==> config.mk <==
export PLATFORM = sky130hd
export DESIGN_NAME = pmd_decoder
export DESIGN_NICKNAME = d
export VERILOG_FILES = /design/src/shared/pmd_pkg.sv /design/src/logic/pmd_decoder.sv
export SDC_FILE = /design/constraint.sdc
export NUM_CORES = 1
export LEC_CHECK = 0
export ABC_AREA = 1
export BUFFER_PORTS_ARGS = -buffer_cell sky130_fd_sc_hd__buf_2
export CAP_MARGIN = 20
export CORE_MARGIN = 8
export CORE_UTILIZATION = 31
export DETAILED_ROUTE_END_ITERATION = 10
export SYNTH_ARGS = -nofsm -noshare
export SYNTH_HDL_FRONTEND = slang
export SYNTH_SLANG_ARGS = --single-unit
export TNS_END_PERCENT = 100
==> constraint.sdc <==
create_clock -name mclk -period 1.7 [get_ports mclk]
set_input_delay 0.255 -clock mclk [delete_from_list [all_inputs] [get_ports mclk]]
set_output_delay 0.255 -clock mclk [all_outputs]
set_load 0.02 [all_outputs]
==> src/shared/pmd_pkg.sv <==
// Constants, field positions and carrier types for the parallel move decoder.
// Assumes a 32-bit instruction word; the data register file sits outside.
`default_nettype none
package pmd_pkg;
  localparam int unsigned PMD_WORD_W = 32;
  localparam int unsigned PMD_ALU_W = 14;
  // X memory plus register copy form: 010d WdYY YXXX ADDR_MODE_FIELD ...
  localparam logic [2:0] PMD_XFORM_KEY = 3'h2;
  localparam int unsigned PMD_XFORM_HI = 31;
  localparam int unsigned PMD_XFORM_LO = 29;
  localparam int unsigned PMD_DD_HI_BIT = 28;
  localparam int unsigned PMD_DD_LO_BIT = 26;
  localparam int unsigned PMD_W_BIT = 27;
  localparam int unsigned PMD_YYY_LO = 23;
  localparam int unsigned PMD_XXX_LO = 20;
  // Y memory form: 0011 W1DD DDDD ADDR_MODE_FIELD ...
  localparam logic [3:0] PMD_YFORM_KEY = 4'h3;
  localparam int unsigned PMD_SPACE_BIT = 26;
  localparam int unsigned PMD_DREG_LO = 20;
  // Long displacement form: 0000 11DD DDDD 1W1R ...
  localparam logic [5:0] PMD_LDISP_KEY = 6'h03;
  localparam int unsigned PMD_LD_SPACE_BIT = 19;
  localparam int unsigned PMD_LD_W_BIT = 18;
  localparam int unsigned PMD_LD_ONE_BIT = 17;
  // Effective address field MMMRRR
  localparam int unsigned PMD_MODE_LO = 17;
  localparam int unsigned PMD_PTR_LO = 14;
  localparam logic [2:0] PMD_MODE_ABS = 3'h6;
  localparam logic [2:0] PMD_MODE_RSVD = 3'h7;
  localparam logic [2:0] PMD_PTR_IMM = 3'h4;
  // Opcode bit that marks a floating-point arithmetic opcode
  localparam int unsigned PMD_FP_BIT = 13;

  typedef enum logic [1:0] {
    PMD_PORT_S = 2'b00,
    PMD_PORT_L = 2'b01,
    PMD_PORT_M = 2'b10,
    PMD_PORT_H = 2'b11
  } pmd_portion_e;

  typedef struct packed {
    logic [2:0] idx;
    pmd_portion_e portion;
  } pmd_rd_s;

  typedef struct packed {
    logic en;
    logic [2:0] idx;
    pmd_portion_e portion;
    logic [31:0] data;
  } pmd_wr_s;

  typedef struct packed {
    logic valid;
    logic space_y;
    logic write;
    logic [2:0] ptr;
    logic [2:0] mode;
    logic long_disp;
    logic has_ext;
    logic [31:0] ext;
    logic [31:0] wdata;
  } pmd_mem_s;

  typedef struct packed {
    logic legal;
    logic form_y;
    logic long_disp;
    logic load;
    logic immediate;
    logic need_ext;
    logic has_copy;
    logic [2:0] mode;
    logic [2:0] ptr;
    logic [2:0] mem_idx;
    pmd_portion_e mem_portion;
    logic [2:0] cpy_dst;
    logic [2:0] cpy_src;
    pmd_portion_e cpy_portion;
  } pmd_dec_s;
endpackage : pmd_pkg
`default_nettype wire

==> src/logic/pmd_decoder.sv <==
// Parallel move decoder: X memory move with register copy, Y memory move.
// Assumes fetch stream, memories and register file answer synchronously to mclk.
// Function
// - X form does one X memory word move plus one register copy.
// - Move may read a register the arithmetic also uses; both see it.
// - Transfer direction comes from the W bit of the instruction word.
// - Direction bit 0 stores register to memory, 1 loads register.
// - Three-bit field selects register 0-7, long or single by opcode kind.
// - Copy destination field; source from the opposite half via two bits.
// - Extension word fetched when mode needs absolute address or immediate.
// - Address field names one of eight pointers; memory modes only.
// - Cost is address cycles plus access cycles; words per mode.
// - Y form moves exactly one word with Y memory either way.
// - Y form takes modes 0-6 (reserved mode 7 refused), absolute and immediate too; immediate only for loads.
// - Long displacement from extra word added to chosen pointer.
`timescale 1ns/10ps
`default_nettype none
module pmd_decoder
  import pmd_pkg::*;
(
  input wire logic mclk,
  input wire logic rst_n,
  input wire logic ins_valid,
  input wire logic [31:0] ins_word,
  output logic ins_ready,
  output logic [13:0] alu_op,
  output logic alu_valid,
  output logic illegal,
  output pmd_rd_s rd_mem,
  output pmd_rd_s rd_cpy,
  input wire logic [31:0] rd_mem_data,
  input wire logic [31:0] rd_cpy_data,
  output pmd_mem_s mem_req,
  input wire logic mem_ack,
  input wire logic [31:0] mem_rdata,
  output pmd_wr_s wr_mem,
  output pmd_wr_s wr_cpy,
  output logic busy
);

  ////////////////////////////////////////////////////////////////////////////
  function automatic pmd_portion_e pmd_kind(input logic [31:0] w);
    pmd_kind = w[PMD_FP_BIT] ? PMD_PORT_S : PMD_PORT_L;
  endfunction : pmd_kind

  function automatic pmd_dec_s pmd_dec(input logic [31:0] w);
    pmd_dec_s r;
    logic xf;
    logic yf;
    logic ld;
    r = '0;
    xf = (w[PMD_XFORM_HI:PMD_XFORM_LO] == PMD_XFORM_KEY);
    yf = (w[31:28] == PMD_YFORM_KEY) && w[PMD_SPACE_BIT];
    ld = (w[31:26] == PMD_LDISP_KEY) && w[PMD_LD_SPACE_BIT] && w[PMD_LD_ONE_BIT];
    r.form_y = yf | ld;
    r.long_disp = ld;
    r.load = ld ? w[PMD_LD_W_BIT] : w[PMD_W_BIT];
    r.mode = w[PMD_MODE_LO +: 3];
    r.ptr = w[PMD_PTR_LO +: 3];
    r.immediate = !ld && (r.mode == PMD_MODE_ABS) && (r.ptr == PMD_PTR_IMM);
    r.need_ext = ld || (r.mode == PMD_MODE_ABS);
    r.has_copy = xf;
    if (xf) begin
      r.mem_idx = w[PMD_XXX_LO +: 3];
      r.mem_portion = pmd_kind(w);
    end else begin
      r.mem_idx = w[PMD_DREG_LO +: 3];
      r.mem_portion = pmd_portion_e'(w[PMD_DREG_LO + 3 +: 2]);
    end
    r.cpy_dst = w[PMD_YYY_LO +: 3];
    // Source always lies in the half opposite the destination
    r.cpy_src = {~r.cpy_dst[2], w[PMD_DD_HI_BIT], w[PMD_DD_LO_BIT]};
    r.cpy_portion = pmd_kind(w);
    r.legal = (xf || yf || ld)
      && (ld || r.mode != PMD_MODE_RSVD)
      && !(r.immediate && !r.load)
      && !(r.form_y && w[PMD_DREG_LO + 5]);
    return r;
  endfunction : pmd_dec

  ////////////////////////////////////////////////////////////////////////////
  typedef enum logic [1:0] {
    PMD_ST_IDLE = 2'b00,
    PMD_ST_EXT = 2'b01,
    PMD_ST_MEM = 2'b10,
    PMD_ST_DONE = 2'b11
  } pmd_state_e;

  pmd_state_e st_q, st_d;
  logic [31:0] ins_q, ins_d;
  logic [31:0] ext_q, ext_d;
  logic [31:0] mval_q, mval_d;
  logic [31:0] cval_q, cval_d;
  logic [13:0] alu_q, alu_d;
  logic alu_v_q, alu_v_d;
  logic ill_q, ill_d;
  pmd_dec_s dn;
  pmd_dec_s dq;
  logic take;

  assign dn = pmd_dec(ins_word);
  assign dq = pmd_dec(ins_q);
  assign ins_ready = (st_q == PMD_ST_IDLE) || (st_q == PMD_ST_EXT);
  assign take = ins_valid && (st_q == PMD_ST_IDLE);
  assign busy = (st_q != PMD_ST_IDLE);

  // Both reads happen in the decode cycle, so the arithmetic sees the same values
  always_comb begin
    rd_mem.idx = dn.mem_idx;
    rd_mem.portion = dn.mem_portion;
    rd_cpy.idx = dn.cpy_src;
    rd_cpy.portion = dn.cpy_portion;
  end

  always_comb begin
    st_d = st_q;
    ins_d = ins_q;
    ext_d = ext_q;
    mval_d = mval_q;
    cval_d = cval_q;
    alu_d = alu_q;
    alu_v_d = 1'b0;
    ill_d = 1'b0;
    case (st_q)
      PMD_ST_IDLE: begin
        if (take) begin
          alu_d = ins_word[PMD_ALU_W-1:0];
          alu_v_d = 1'b1;
          if (!dn.legal) begin
            ill_d = 1'b1;
          end else begin
            ins_d = ins_word;
            mval_d = rd_mem_data;
            cval_d = rd_cpy_data;
            st_d = dn.need_ext ? PMD_ST_EXT : PMD_ST_MEM;
          end
        end
      end
      PMD_ST_EXT: begin
        if (ins_valid) begin
          ext_d = ins_word;
          if (dq.immediate) begin
            mval_d = ins_word;
            st_d = PMD_ST_DONE;
          end else begin
            st_d = PMD_ST_MEM;
          end
        end
      end
      PMD_ST_MEM: begin
        if (mem_ack) begin
          if (dq.load) begin
            mval_d = mem_rdata;
          end
          st_d = PMD_ST_DONE;
        end
      end
      PMD_ST_DONE: begin
        st_d = PMD_ST_IDLE;
      end
      default: begin
        st_d = PMD_ST_IDLE;
      end
    endcase
  end

  always_ff @(posedge mclk) begin
    if (!rst_n) begin
      st_q <= PMD_ST_IDLE;
      ins_q <= 32'h0000_0000;
      ext_q <= 32'h0000_0000;
      mval_q <= 32'h0000_0000;
      cval_q <= 32'h0000_0000;
      alu_q <= 14'h0000;
      alu_v_q <= 1'b0;
      ill_q <= 1'b0;
    end else begin
      st_q <= st_d;
      ins_q <= ins_d;
      ext_q <= ext_d;
      mval_q <= mval_d;
      cval_q <= cval_d;
      alu_q <= alu_d;
      alu_v_q <= alu_v_d;
      ill_q <= ill_d;
    end
  end

  assign alu_op = alu_q;
  assign alu_valid = alu_v_q;
  assign illegal = ill_q;

  ////////////////////////////////////////////////////////////////////////////
  // Request holds steady from flops until the memory acknowledges
  always_comb begin
    mem_req.valid = (st_q == PMD_ST_MEM);
    mem_req.space_y = dq.form_y;
    mem_req.write = !dq.load;
    mem_req.ptr = dq.ptr;
    mem_req.mode = dq.mode;
    mem_req.long_disp = dq.long_disp;
    mem_req.has_ext = dq.need_ext;
    mem_req.ext = ext_q;
    mem_req.wdata = mval_q;
  end

  // Both destinations written in one cycle; copy uses the decode-time source value
  always_comb begin
    wr_mem.en = (st_q == PMD_ST_DONE) && dq.load;
    wr_mem.idx = dq.mem_idx;
    wr_mem.portion = dq.mem_portion;
    wr_mem.data = mval_q;
    wr_cpy.en = (st_q == PMD_ST_DONE) && dq.has_copy;
    wr_cpy.idx = dq.cpy_dst;
    wr_cpy.portion = dq.cpy_portion;
    wr_cpy.data = cval_q;
  end

  ////////////////////////////////////////////////////////////////////////////
  a_alu_decode: assert property (@(posedge mclk) disable iff (!rst_n)
    take |=> alu_valid && alu_op == $past(ins_word[13:0]))
    else $error("arithmetic part not issued after decode");

  a_copy_half: assert property (@(posedge mclk) disable iff (!rst_n)
    take && dn.has_copy |-> rd_cpy.idx[2] != ins_word[PMD_YYY_LO + 2]
      && rd_cpy.idx[1:0] == {ins_word[PMD_DD_HI_BIT], ins_word[PMD_DD_LO_BIT]})
    else $error("copy source not in opposite half");

  a_copy_value: assert property (@(posedge mclk) disable iff (!rst_n)
    take && dn.legal && dn.has_copy |=> cval_q == $past(rd_cpy_data))
    else $error("copy value not captured at decode");

  // Copy value must survive any memory wait states untouched
  a_copy_hold: assert property (@(posedge mclk) disable iff (!rst_n)
    busy |=> $stable(cval_q))
    else $error("copy value changed");

  a_store_dir: assert property (@(posedge mclk) disable iff (!rst_n)
    (st_q == PMD_ST_MEM) && !dq.load |=> !wr_mem.en)
    else $error("store wrote a register");

  a_load_data: assert property (@(posedge mclk) disable iff (!rst_n)
    (st_q == PMD_ST_MEM) && mem_ack && dq.load |=> wr_mem.en && wr_mem.data == $past(mem_rdata))
    else $error("load data not written");

  a_ext_needed: assert property (@(posedge mclk) disable iff (!rst_n)
    take && dn.legal |=> (st_q == PMD_ST_EXT) == $past(dn.need_ext))
    else $error("extension fetch mismatch");

  a_mem_hold: assert property (@(posedge mclk) disable iff (!rst_n)
    mem_req.valid && !mem_ack |=> mem_req.valid && $stable(mem_req))
    else $error("memory request dropped before ack");

  a_x_portion: assert property (@(posedge mclk) disable iff (!rst_n)
    wr_cpy.en |-> wr_mem.portion == wr_cpy.portion
      && wr_cpy.portion == (alu_op[PMD_FP_BIT] ? PMD_PORT_S : PMD_PORT_L))
    else $error("move portions differ");

  a_y_space: assert property (@(posedge mclk) disable iff (!rst_n)
    mem_req.valid |-> mem_req.space_y == !dq.has_copy)
    else $error("wrong memory space");

  a_imm_nomem: assert property (@(posedge mclk) disable iff (!rst_n)
    (st_q == PMD_ST_EXT) && ins_valid && dq.immediate |=> !mem_req.valid ##1 !mem_req.valid)
    else $error("immediate issued memory access");

  a_illegal_flag: assert property (@(posedge mclk) disable iff (!rst_n)
    take && !dn.legal |=> illegal && (st_q == PMD_ST_IDLE))
    else $error("bad mode not refused");

  a_mode_refused: assert property (@(posedge mclk) disable iff (!rst_n)
    take && (ins_word[PMD_MODE_LO +: 3] == PMD_MODE_RSVD) && !dn.long_disp |=> illegal)
    else $error("reserved mode accepted");

  a_ext_take: assert property (@(posedge mclk) disable iff (!rst_n)
    (st_q == PMD_ST_EXT) && ins_valid |=> ext_q == $past(ins_word))
    else $error("extension word not captured");

  a_y_one_word: assert property (@(posedge mclk) disable iff (!rst_n)
    mem_req.valid && mem_ack |=> !mem_req.valid)
    else $error("second memory word requested");

  // Synchronous reset: the cycle after it busy, alu_valid, illegal and mem_req.valid are low
  a_reset_idle: assert property (@(posedge mclk)
    !rst_n |=> !busy && !alu_valid && !illegal && !mem_req.valid)
    else $error("not idle after reset");

  // Main scenarios: load, store, long displacement, immediate
  c_x_load: cover property (@(posedge mclk) disable iff (!rst_n)
    wr_mem.en && wr_cpy.en);
  c_y_store: cover property (@(posedge mclk) disable iff (!rst_n)
    mem_req.valid && mem_req.space_y && mem_req.write && mem_ack);
  c_long_disp: cover property (@(posedge mclk) disable iff (!rst_n)
    mem_req.valid && mem_req.long_disp && mem_ack);
  c_immediate: cover property (@(posedge mclk) disable iff (!rst_n)
    (st_q == PMD_ST_EXT) && ins_valid && dq.immediate);
  c_x_store: cover property (@(posedge mclk) disable iff (!rst_n)
    wr_cpy.en && !wr_mem.en);

endmodule : pmd_decoder
`default_nettype wire

### Word-level counts from Yosys, hierarchy flattened

Cells that the tools add are included.

| word-level totals | value |
|---|---|
| output and inout port bits | 179 |
| register bits | 146 |
| logic and storage cells | 93 |
| bits of input ports | 132 |

| cells by class | value |
|---|---|
| multiplexer cells | 22 |
| bitwise logic cells | 3 |
| reduce and logical (&&, ||, !) cells | 40 |
| equal/unequal tests | 20 |

Operators by type and width:

| kind | number |
|---|---|
| 32-bit two-way mux | 6 |
| 32-bit one-hot mux with 3 select lines | 1 |
| 1-bit logical AND | 18 |
| 2-bit two-way mux | 7 |
| 3-bit == test (second input constant) | 4 |
| 6-bit by 2-bit == test with 1-bit output (second input constant) | 2 |
| 4-bit by 2-bit == test with 1-bit output (second input constant) | 2 |
| 2-bit != test (second input constant) | 4 |
| 2-bit one-hot mux with 4 select lines | 1 |
| 1-bit two-way mux | 7 |
| 7-bit AND reduction | 1 |
| 3-bit by 2-bit == test with 1-bit output (second input constant) | 2 |
| 1-bit zero test | 6 |
| 1-bit logical OR | 6 |
| 2-bit AND reduction | 3 |
| 3-bit AND reduction | 2 |
| 2-bit == test (second input constant) | 2 |
| 2-bit by 1-bit != test with 1-bit output (second input constant) | 2 |
| 4-bit AND reduction | 1 |
| 3-bit != test (second input constant) | 1 |
| 3-bit nonzero test | 1 |
| 2-bit by 1-bit == test with 1-bit output (second input constant) | 1 |
| 2-bit zero test | 1 |
| 1-bit OR | 2 |
| other kinds (2) | 2 |

### Longest topological paths before layout

Gate-level depths: netlist of the first run.

| depth | value |
|---|---|
| word-level depth | 13 |
| mapped depth | 12 |
| depth with buffers taken out | 11 |

### Least setup slack after synthesis of the first run

OpenSTA, ideal clock, no wires.

| path | value |
|---|---|
| kind | register to register |
| start | register st_q[0] |
| end | register mval_q[10] |
| cell stages (with the launch flop) | 10 |
| buffers on the path | 1 |
| setup slack | -0.237 ns |
| library setup time | 0.113 ns |
| arrival | 1.824 ns |
| data required time | 1.587 ns |
| period minus slack after synthesis | 1.937 ns |
| cells stage by stage | dfxtp_1 > inv_1 > ha_1 > inv_1 > nand2_1 > a21oi_2 > nand3_4 > buf_2 > nor2_1 > nor2_1 |

| between the ends | value |
|---|---|
| longest elaborated chain between the ends | 4 |
| elaborated cells between the ends (all ways) | 13 |
| classes of those cells | 8 x eq/ne; 1 x mux; 4 x reduce/logical |

RTL lines:

| what | RTL line | RTL |
|---|---|---|
| from (decl) | pmd_decoder.sv:89 | `pmd_state_e st_q, st_d;` |
| from (signal assigned) | pmd_decoder.sv:178 | `st_q <= st_d;` |
| 2-bit zero test | pmd_decoder.sv:104, pmd_decoder.sv:124 |  |
| 1-bit logical AND | pmd_decoder.sv:104 | `assign take = ins_valid && (st_q == PMD_ST_IDLE);` |
| 2-bit != test (no line) | n/a |  |
| 7-bit AND reduction (no line) | n/a |  |
| to (signal assigned) | pmd_decoder.sv:181 | `mval_q <= mval_d;` |
| to (decl) | pmd_decoder.sv:92 | `logic [31:0] mval_q, mval_d;` |

Several ways; a longest one is shown, not always the timed one.
A chain may end at the register's enable or synchronous reset.

==> results of run 1 <==
power by group through the flow:
stage	sequential, mW	combinational (mW)	clock [mW]
floorplan	4.60	3.37	0
global placement	4.04	5.72	0
detailed placement	4.05	5.75	0
CTS	4.00	5.87	3.92
global route	4.07	7.11	4.08
finish	4.00	6.48	3.84
cells in the final DEF, fill, tap and decap left out, drive strengths merged:
cell	synthesis	final
a211oi	9	9
a21oi	54	54
a31oi	32	32
buf	76	349
bufinv	0	2
clkbuf	39	21
clkinv	0	1
clkinvlp	0	2
conb	1	2
dfxtp	133	133
diode	0	6
ha	4	4
inv	61	71
nand2	204	204
nand3	53	53
nand4	1	1
nor2	195	195
nor3	4	4
o211ai	1	1
o21ai	49	49
sequential cells by signal, indices dropped and copies added, names as in the netlist:
| name | count |
|---|---|
| cval_q | 32 |
| ext_q | 32 |
| mval_q | 32 |
| ins_q | 19 |
| alu_op | 14 |
| st_q | 2 |
| alu_valid | 1 |
| illegal | 1 |
cell families after synthesis:
logic type	after synthesis	synth area share, %
AO/OA/AOI/OAI	145	12.7
adder cells (fa/ha/maj)	4	0.798
buffers and inverters	176	14.9
flip-flops	133	42.4
other	1	0.0598
AND/OR/NAND/NOR	457	29.1
cell type report:
type	instances	area share [%]
Antenna cell	6	0.169
Multi-Input combinational cell	608	32.2
Clock buffer	17	4.79
Tap cell	270	3.81
Clock inverter	15	2.04
Timing Repair Buffer	353	24.1
Sequential cell	133	30.2
Inverter	61	2.64
worst min path at each step:
stage / startpoint / to / slack, ns / cells after the start
6_report: rd_cpy_data[7] / cval_q[7]$_SDFFE_PN0P_ / 0.09 / 3
5_1_grt: rd_cpy_data[31] / cval_q[31]$_SDFFE_PN0P_ / 0.08 / 3
4_1_cts: rd_cpy_data[5] / cval_q[5]$_SDFFE_PN0P_ / 0.07 / 3
3_5_place_dp: cval_q[6]$_SDFFE_PN0P_ / cval_q[6]$_SDFFE_PN0P_ / 0.45 / 2
3_3_place_gp: cval_q[16]$_SDFFE_PN0P_ / cval_q[16]$_SDFFE_PN0P_ / 0.44 / 2
2_1_floorplan: ins_word[28] / ext_q[28]$_SDFFE_PN0P_ / 0.41 / 2
worst max-delay path: stages (launching register included):
cell                      delay [ns]
sky130_fd_sc_hd__dfxtp_4        0.37
sky130_fd_sc_hd__inv_2          0.06
sky130_fd_sc_hd__nand2_2        0.05
sky130_fd_sc_hd__nor2_4         0.13
sky130_fd_sc_hd__nand3_2        0.09
sky130_fd_sc_hd__nand2_4        0.08
sky130_fd_sc_hd__nor2_1         0.04
sky130_fd_sc_hd__buf_4          0.15
per-stage QoR:
stage	hold slack, ns	instance area [µm²]	utilization, %	setup slack, ns	power [mW]
2_1_floorplan	0.413	6290	-	-0.00442	7.97
3_3_place_gp	0.445	7860	39.2	0.0333	9.76
3_5_place_dp	0.449	7860	39.2	0.0109	9.80
4_1_cts	0.0725	8540	42.6	-0.00404	13.8
5_1_grt	0.0785	8870	44.3	-0.0922	15.3
6_report	0.0906	8880	44.3	0.0306	14.3
timing repair:
item	4_1_cts	5_1_grt
setup buffers	2	4
setup endpoints to repair	11	42
gates cloned	0	7
gates resized for setup	25	51
pin swaps	3	18
metal layers:
metal	track usage, %	vias to the layer above	part of all wire [%]	wire, µm
li1	-	3382	-	-
met5	0	-	0	0
met4	7.54	0	2.2	543
met2	29.3	236	49	12000
met3	4.59	36	6.5	1590
met1	22.3	3060	42	10400
synthesized netlist by cell type:
master	number	area [µm²]
sky130_fd_sc_hd__nand2_1	203	762
sky130_fd_sc_hd__nor2_1	195	732
sky130_fd_sc_hd__dfxtp_1	133	2660
sky130_fd_sc_hd__buf_4	58	435
sky130_fd_sc_hd__inv_1	58	218
sky130_fd_sc_hd__a21oi_1	53	265
sky130_fd_sc_hd__nand3_1	50	250
sky130_fd_sc_hd__o21ai_0	43	215
sky130_fd_sc_hd__clkbuf_1	39	146
sky130_fd_sc_hd__a31oi_1	32	200
sky130_fd_sc_hd__buf_2	11	55.1
sky130_fd_sc_hd__a211oi_1	9	67.6
sky130_fd_sc_hd__buf_6	6	67.6
sky130_fd_sc_hd__o21ai_1	6	30.0
sky130_fd_sc_hd__ha_1	4	50.1
sky130_fd_sc_hd__inv_2	3	11.3
sky130_fd_sc_hd__nand3_2	2	20.0
sky130_fd_sc_hd__nor3_1	2	10.0
sky130_fd_sc_hd__nor3_2	2	20.0
sky130_fd_sc_hd__a21oi_2	1	8.76
sky130_fd_sc_hd__buf_1	1	3.75
sky130_fd_sc_hd__conb_1	1	3.75
sky130_fd_sc_hd__nand2_2	1	6.26
sky130_fd_sc_hd__nand3_4	1	17.5
sky130_fd_sc_hd__nand4_1	1	6.26
sky130_fd_sc_hd__o211ai_1	1	7.51
==> qor_table.md, run 1 <==
| Item | Reported | Unit |
|---|---|---|
| R2r startpoint | ins_q[18]$_SDFFE_PN0P_ | - |
| Buffers on Ports | 308 | - |
| Final critical-path share of the clock period | 98.2 | % |
| Synthesis-to-layout area growth | 41.5 | % |
| Die area | 25000 | µm² |
| Synthesis Warnings | 0 | - |
| Launching element type of the critical path | flop | - |
| RSZ-0062 raised after global routing | yes | - |
| Total internal power | 8.34 | mW |
| Sum of negative setup slack | 0 | ns |
| Critical Setup Path Class | reg -> out | - |
| First-pass GRT wire length | 34900 | µm |
| Endpoint of the worst setup timing path | wr_mem[37] | - |
| Destination of the worst register-to-register timing path | mval_q[11]$_SDFFE_PN0P_ | - |
| I/O pin total | 311 | - |
| Length of the first detailed-routing pass in iterations | 5 | - |
| Net Sw Power | 5.98 | mW |
| Via count of the first global-routing pass | 6330 | - |
| Initial Utilization | 31.3 | % |
| Core box area | 20000 | µm² |
| Number of fill cells | 2125 | - |
| Final weighted congestion in routability-driven placement | 0.834 | - |
| Count of pins over their slew limit | 0 | - |
| Number of levels in the clock H-tree | 4 | - |
| Cells after DPL | 1413 | - |
| Post-synthesis instance total | 916 | - |
| Number of unique standard cell types used by synthesis | 26 | - |
| Maximum root-to-sink buffer count | 2 | - |
| Avg WL per Cell | 16.8 | µm |
| Final-report setup violation count | 0 | - |
| Min-delay worst type | in -> reg | - |
| Share of cells above drive strength 1 | 37.4 | % |
| Run status | finished, final reports clean | - |
| Peak supply drop | 0.736 | mV |
| Maximum number of pins on one net before global-route repair | 78 | - |
| Transition time of the tightest slew-check pin | 0.504 | ns |
| Synthesized area per cell | 6.85 | µm² |
| Largest fanout on the critical path | 3 | - |
| Cell row count | 52 | - |
| Post-synthesis cell area | 6270 | µm² |
| Static power due to leakage | 4.32 | nW |
| Power density over the cells | 1610 | nW/µm² |
| Sequential share of power | 27.9 | % |
| Total clock sinks | 133 | - |
| Die X-Extent | 158 | µm |
| Setup clock skew after layout | 0.00839 | ns |
| Clk_lat worst skew | 0.43 | ns |
| Number of buffers created by CTS | 17 | - |
| Headroom to the max-slew limit | 66.2 | % |
| Area of combinational cells with multiple inputs | 2860 | µm² |
| Filler-free cell count of the finished design | 1463 | - |
| Fraction of power consumed by combinational cells | 45.2 | % |
| Final period demand of the worst path | 1.67 | ns |
| Reg2Reg Depth | 11 | - |
| FF/Latch Area | 2680 | µm² |
| Fmax achieved | 599 | MHz |
| Via/cell ratio | 4.59 | - |
| Detailed placer's ending HPWL | 17600 | µm |
| CTS tree | built | - |
| Data required time of the critical path | 1.44 | ns |
| Global-route total usage across every layer | 18.0 | % |
| Clock transition at the registers of the reported paths | 0.07 | ns |
| Final hold violations | 0 | - |
| Total vias in the final route | 6714 | - |
| Critical path arrival | 1.41 | ns |
| Die span in y | 158 | µm |
| Crit path from | ins_q[29]$_SDFFE_PN0P_ | - |
| Count of routing violations after the opening detailed-route iteration | 459 | - |
| Hold buffers post-CTS | 0 | - |
| Crit. End Element | primary output | - |
| Antenna violations before repair | 5 | - |
| Portion of the post-synthesis area used by sequential elements | 42.4 | % |
| Max-cap violations | 0 | - |
| Antenna Nets Post-Route | 0 | - |
| Clock share of power | 26.9 | % |
| Final net count | 1310 | - |
| Global-route congestion overflow total | 0 | - |
| Buffer cell driving the clock tree root | sky130_fd_sc_hd__clkbuf_16 | - |
| Number of synthesized register bits | 133 | - |
| DRC viols | 0 | - |
| Sum of routed wire length over all layers | 24600 | µm |
| Sw Ratio | 41.7 | % |
| Register-to-register setup slack | 0.04 | ns |
No activity file was read; power rests on OpenSTA's default activity.
==> run 2, diff against run 1 <==
CORE_UTILIZATION = 42   (was 31)
PLACE_DENSITY = 0.77   (was default)
TNS_END_PERCENT = default   (was 100)
==> run 2 against run 1 <==
The run now ends with negative setup slack left. Clock power about the same. Sequential share of layout area increased by 0.83 points. Worst setup slack got worse by 0.045 ns. Cell area decreased by 2.7%. Sequential power barely moved. Count of clock-buffer cells in the layout increased by 1. Critical path depth down 1. Cell count fell by 7.3%. Register-to-register slack improved by 0.03 ns. Non-clock buffer count shrank 15. Wire length decreased by 7.7%. Largest power group unchanged.
==> qor_table.md, run 2 (synthesis gave the netlist of run 1 again) <==
| Item | Reported | Unit |
|---|---|---|
| Buffers on Ports | 308 | - |
| Via/cell ratio | 4.96 | - |
| Power density over the cells | 1630 | nW/µm² |
| Crit. End Element | primary output | - |
| Min-delay worst type | in -> reg | - |
| Data required time of the critical path | 1.44 | ns |
| Clk_lat worst skew | 0.42 | ns |
| Via count of the first global-routing pass | 6298 | - |
| First-pass GRT wire length | 34100 | µm |
| Antenna violations before repair | 2 | - |
| Kind of cell with the highest combined delay on the critical path | simple AND/OR/NAND/NOR gates | - |
| Final-report setup violation count | 1 | - |
| Synthesis-to-layout area growth | 37.8 | % |
| CTS tree | built | - |
| Number of levels in the clock H-tree | 4 | - |
| Final hold violations | 0 | - |
| Cell row count | 44 | - |
| Setup clock skew after layout | 0.00420 | ns |
| Worst setup timing slack at the placement stage | 0.0395 | ns |
| Max-cap violations | 0 | - |
| DRC viols | 0 | - |
| Maximum root-to-sink buffer count | 2 | - |
| Longest individual stage delay on the worst path | 0.38 | ns |
| Highest-delay cell along the critical path | sky130_fd_sc_hd__dfxtp_1 | - |
| Register-to-register setup slack | 0.07 | ns |
| Launching element type of the critical path | flop | - |
| Commonest cells after routing, fill and taps aside | 301 x sky130_fd_sc_hd__buf_2, 184 x sky130_fd_sc_hd__nor2_1, 171 x sky130_fd_sc_hd__nand2_1 | - |
| Peak supply drop | 0.783 | mV |
| RSZ-0062 raised after global routing | yes | - |
| Worst Path Buf+Inv | 1 | - |
| Filler-free cell count of the finished design | 1356 | - |
| Core box area | 14600 | µm² |
| Critical Setup Path Class | reg -> out | - |
| Total clock sinks | 133 | - |
| Die X-Extent | 138 | µm |
| Worst-case setup margin in the final layout | -0.0145 | ns |
| Violated checks | negative setup slack | - |
| Global-route congestion overflow total | 0 | - |
| Run status | finished, violations left | - |
| Detailed placer's ending HPWL | 16800 | µm |
| Final critical-path share of the clock period | 101 | % |
| Maximum number of pins on one net before global-route repair | 65 | - |
| Fmax achieved | 583 | MHz |
| Number of fill cells | 1348 | - |
| Avg WL per Cell | 16.7 | µm |
| Final weighted congestion in routability-driven placement | 0.903 | - |
| Final worst hold slack | 0.107 | ns |
| Critical path arrival | 1.46 | ns |
| Static power due to leakage | 4.24 | nW |
| Final period demand of the worst path | 1.71 | ns |
| Most frequent standard cell in the layout excluding fill and tap cells | sky130_fd_sc_hd__buf_2 | - |
| Crit path cell chain | nand2_2, nor2_4, nand3_2, nand2_4, nor2_2, buf_6 | - |
| Cells after DPL | 1318 | - |
| Largest fanout on the critical path | 3 | - |
| Total design power | 14.1 | mW |
| Share of cells above drive strength 1 | 37.9 | % |
| I/O pin total | 311 | - |
| Final standard cell utilization of the core | 59.2 | % |
| Sum of routed wire length over all layers | 22700 | µm |
| Global-route total usage across every layer | 22.0 | % |
| Initial Utilization | 43.0 | % |
| Clock transition at the registers of the reported paths | 0.06 | ns |
| Count of routing violations after the opening detailed-route iteration | 399 | - |
| Die area | 19100 | µm² |
| Buffer cell driving the clock tree root | sky130_fd_sc_hd__clkbuf_16 | - |
| Die span in y | 138 | µm |
| Number of buffers created by CTS | 17 | - |
| Largest registers | cval_q (32), ext_q (32), mval_q (32) | - |
| Total vias in the final route | 6725 | - |
| Length of the first detailed-routing pass in iterations | 5 | - |
| Count of pins over their slew limit | 0 | - |
| Antenna Nets Post-Route | 0 | - |
| Final net count | 1295 | - |
run 2: cell count changes in the layout (fill, tap and decap cells not counted), sizes merged:
cell,before,now
inv,71,60
bufinv,2,4
buf,349,335
clkinvlp,2,1
diode,6,1
clkinv,1,9
run 2: timing repair:
item                       in CTS  in global routing
pin swaps                       0                 22
hold buffers                    0                  0
gates resized for setup        13                 83
setup endpoints to repair       7                 42
setup buffers                   0                  2
gates cloned                    0                  4
run 2: where the power goes:
| part | internal, mW | total [mW] | switching [mW] |
|---|---|---|---|
| clock network | 2.48 | 3.84 | 1.36 |
| registers | 3.67 | 4.00 | 0.332 |
| logic | 2.29 | 6.28 | 3.99 |
run 2: cell type report:
cell class	count	area [µm²]	share of cell area [%]
Antenna cell	1	2.50	0.0290
Clock buffer	18	439	5.08
Clock inverter	13	183	2.11
Inverter	61	234	2.71
Multi-Input combinational cell	608	2930	33.9
Sequential cell	133	2680	31.0
Tap cell	184	230	2.66
Timing Repair Buffer	338	1940	22.5
run 2: tightest hold or removal path, stage by stage:
cell and delay [ns]:
sky130_fd_sc_hd__buf_2 0.09, sky130_fd_sc_hd__nand3_1 0.06, sky130_fd_sc_hd__a21oi_1 0.06
run 2: through the flow:
stage                     TNS, ns  area [µm²]
after CTS                 -0.0376        8280
after detailed placement        0        7630
final                     -0.0145        8640
after global placement          0        7630
after global routing        -1.39        8640
after floorplan            -0.133        6290
run 2: path summary, 6_finish.rpt:
check / start / endpoint / cells after the start
hold reg to reg: cval_q[28]$_SDFFE_PN0P_ / cval_q[28]$_SDFFE_PN0P_ / 2
setup reg to reg: st_q[0]$_SDFFE_PN0P_ / mval_q[9]$_SDFFE_PN0P_ / 10
setup / recovery: ins_q[26]$_SDFFE_PN0P_ / wr_mem[37] / 6
hold / removal: rd_cpy_data[28] / cval_q[28]$_SDFFE_PN0P_ / 3
run 2: layer usage:
metal / part of all wire, % / track usage, %
met3: 7.9 / 6.40
met2: 49 / 37.1
met5: 0.053 / 0
met1: 41 / 26.1
met4: 2.3 / 7.67
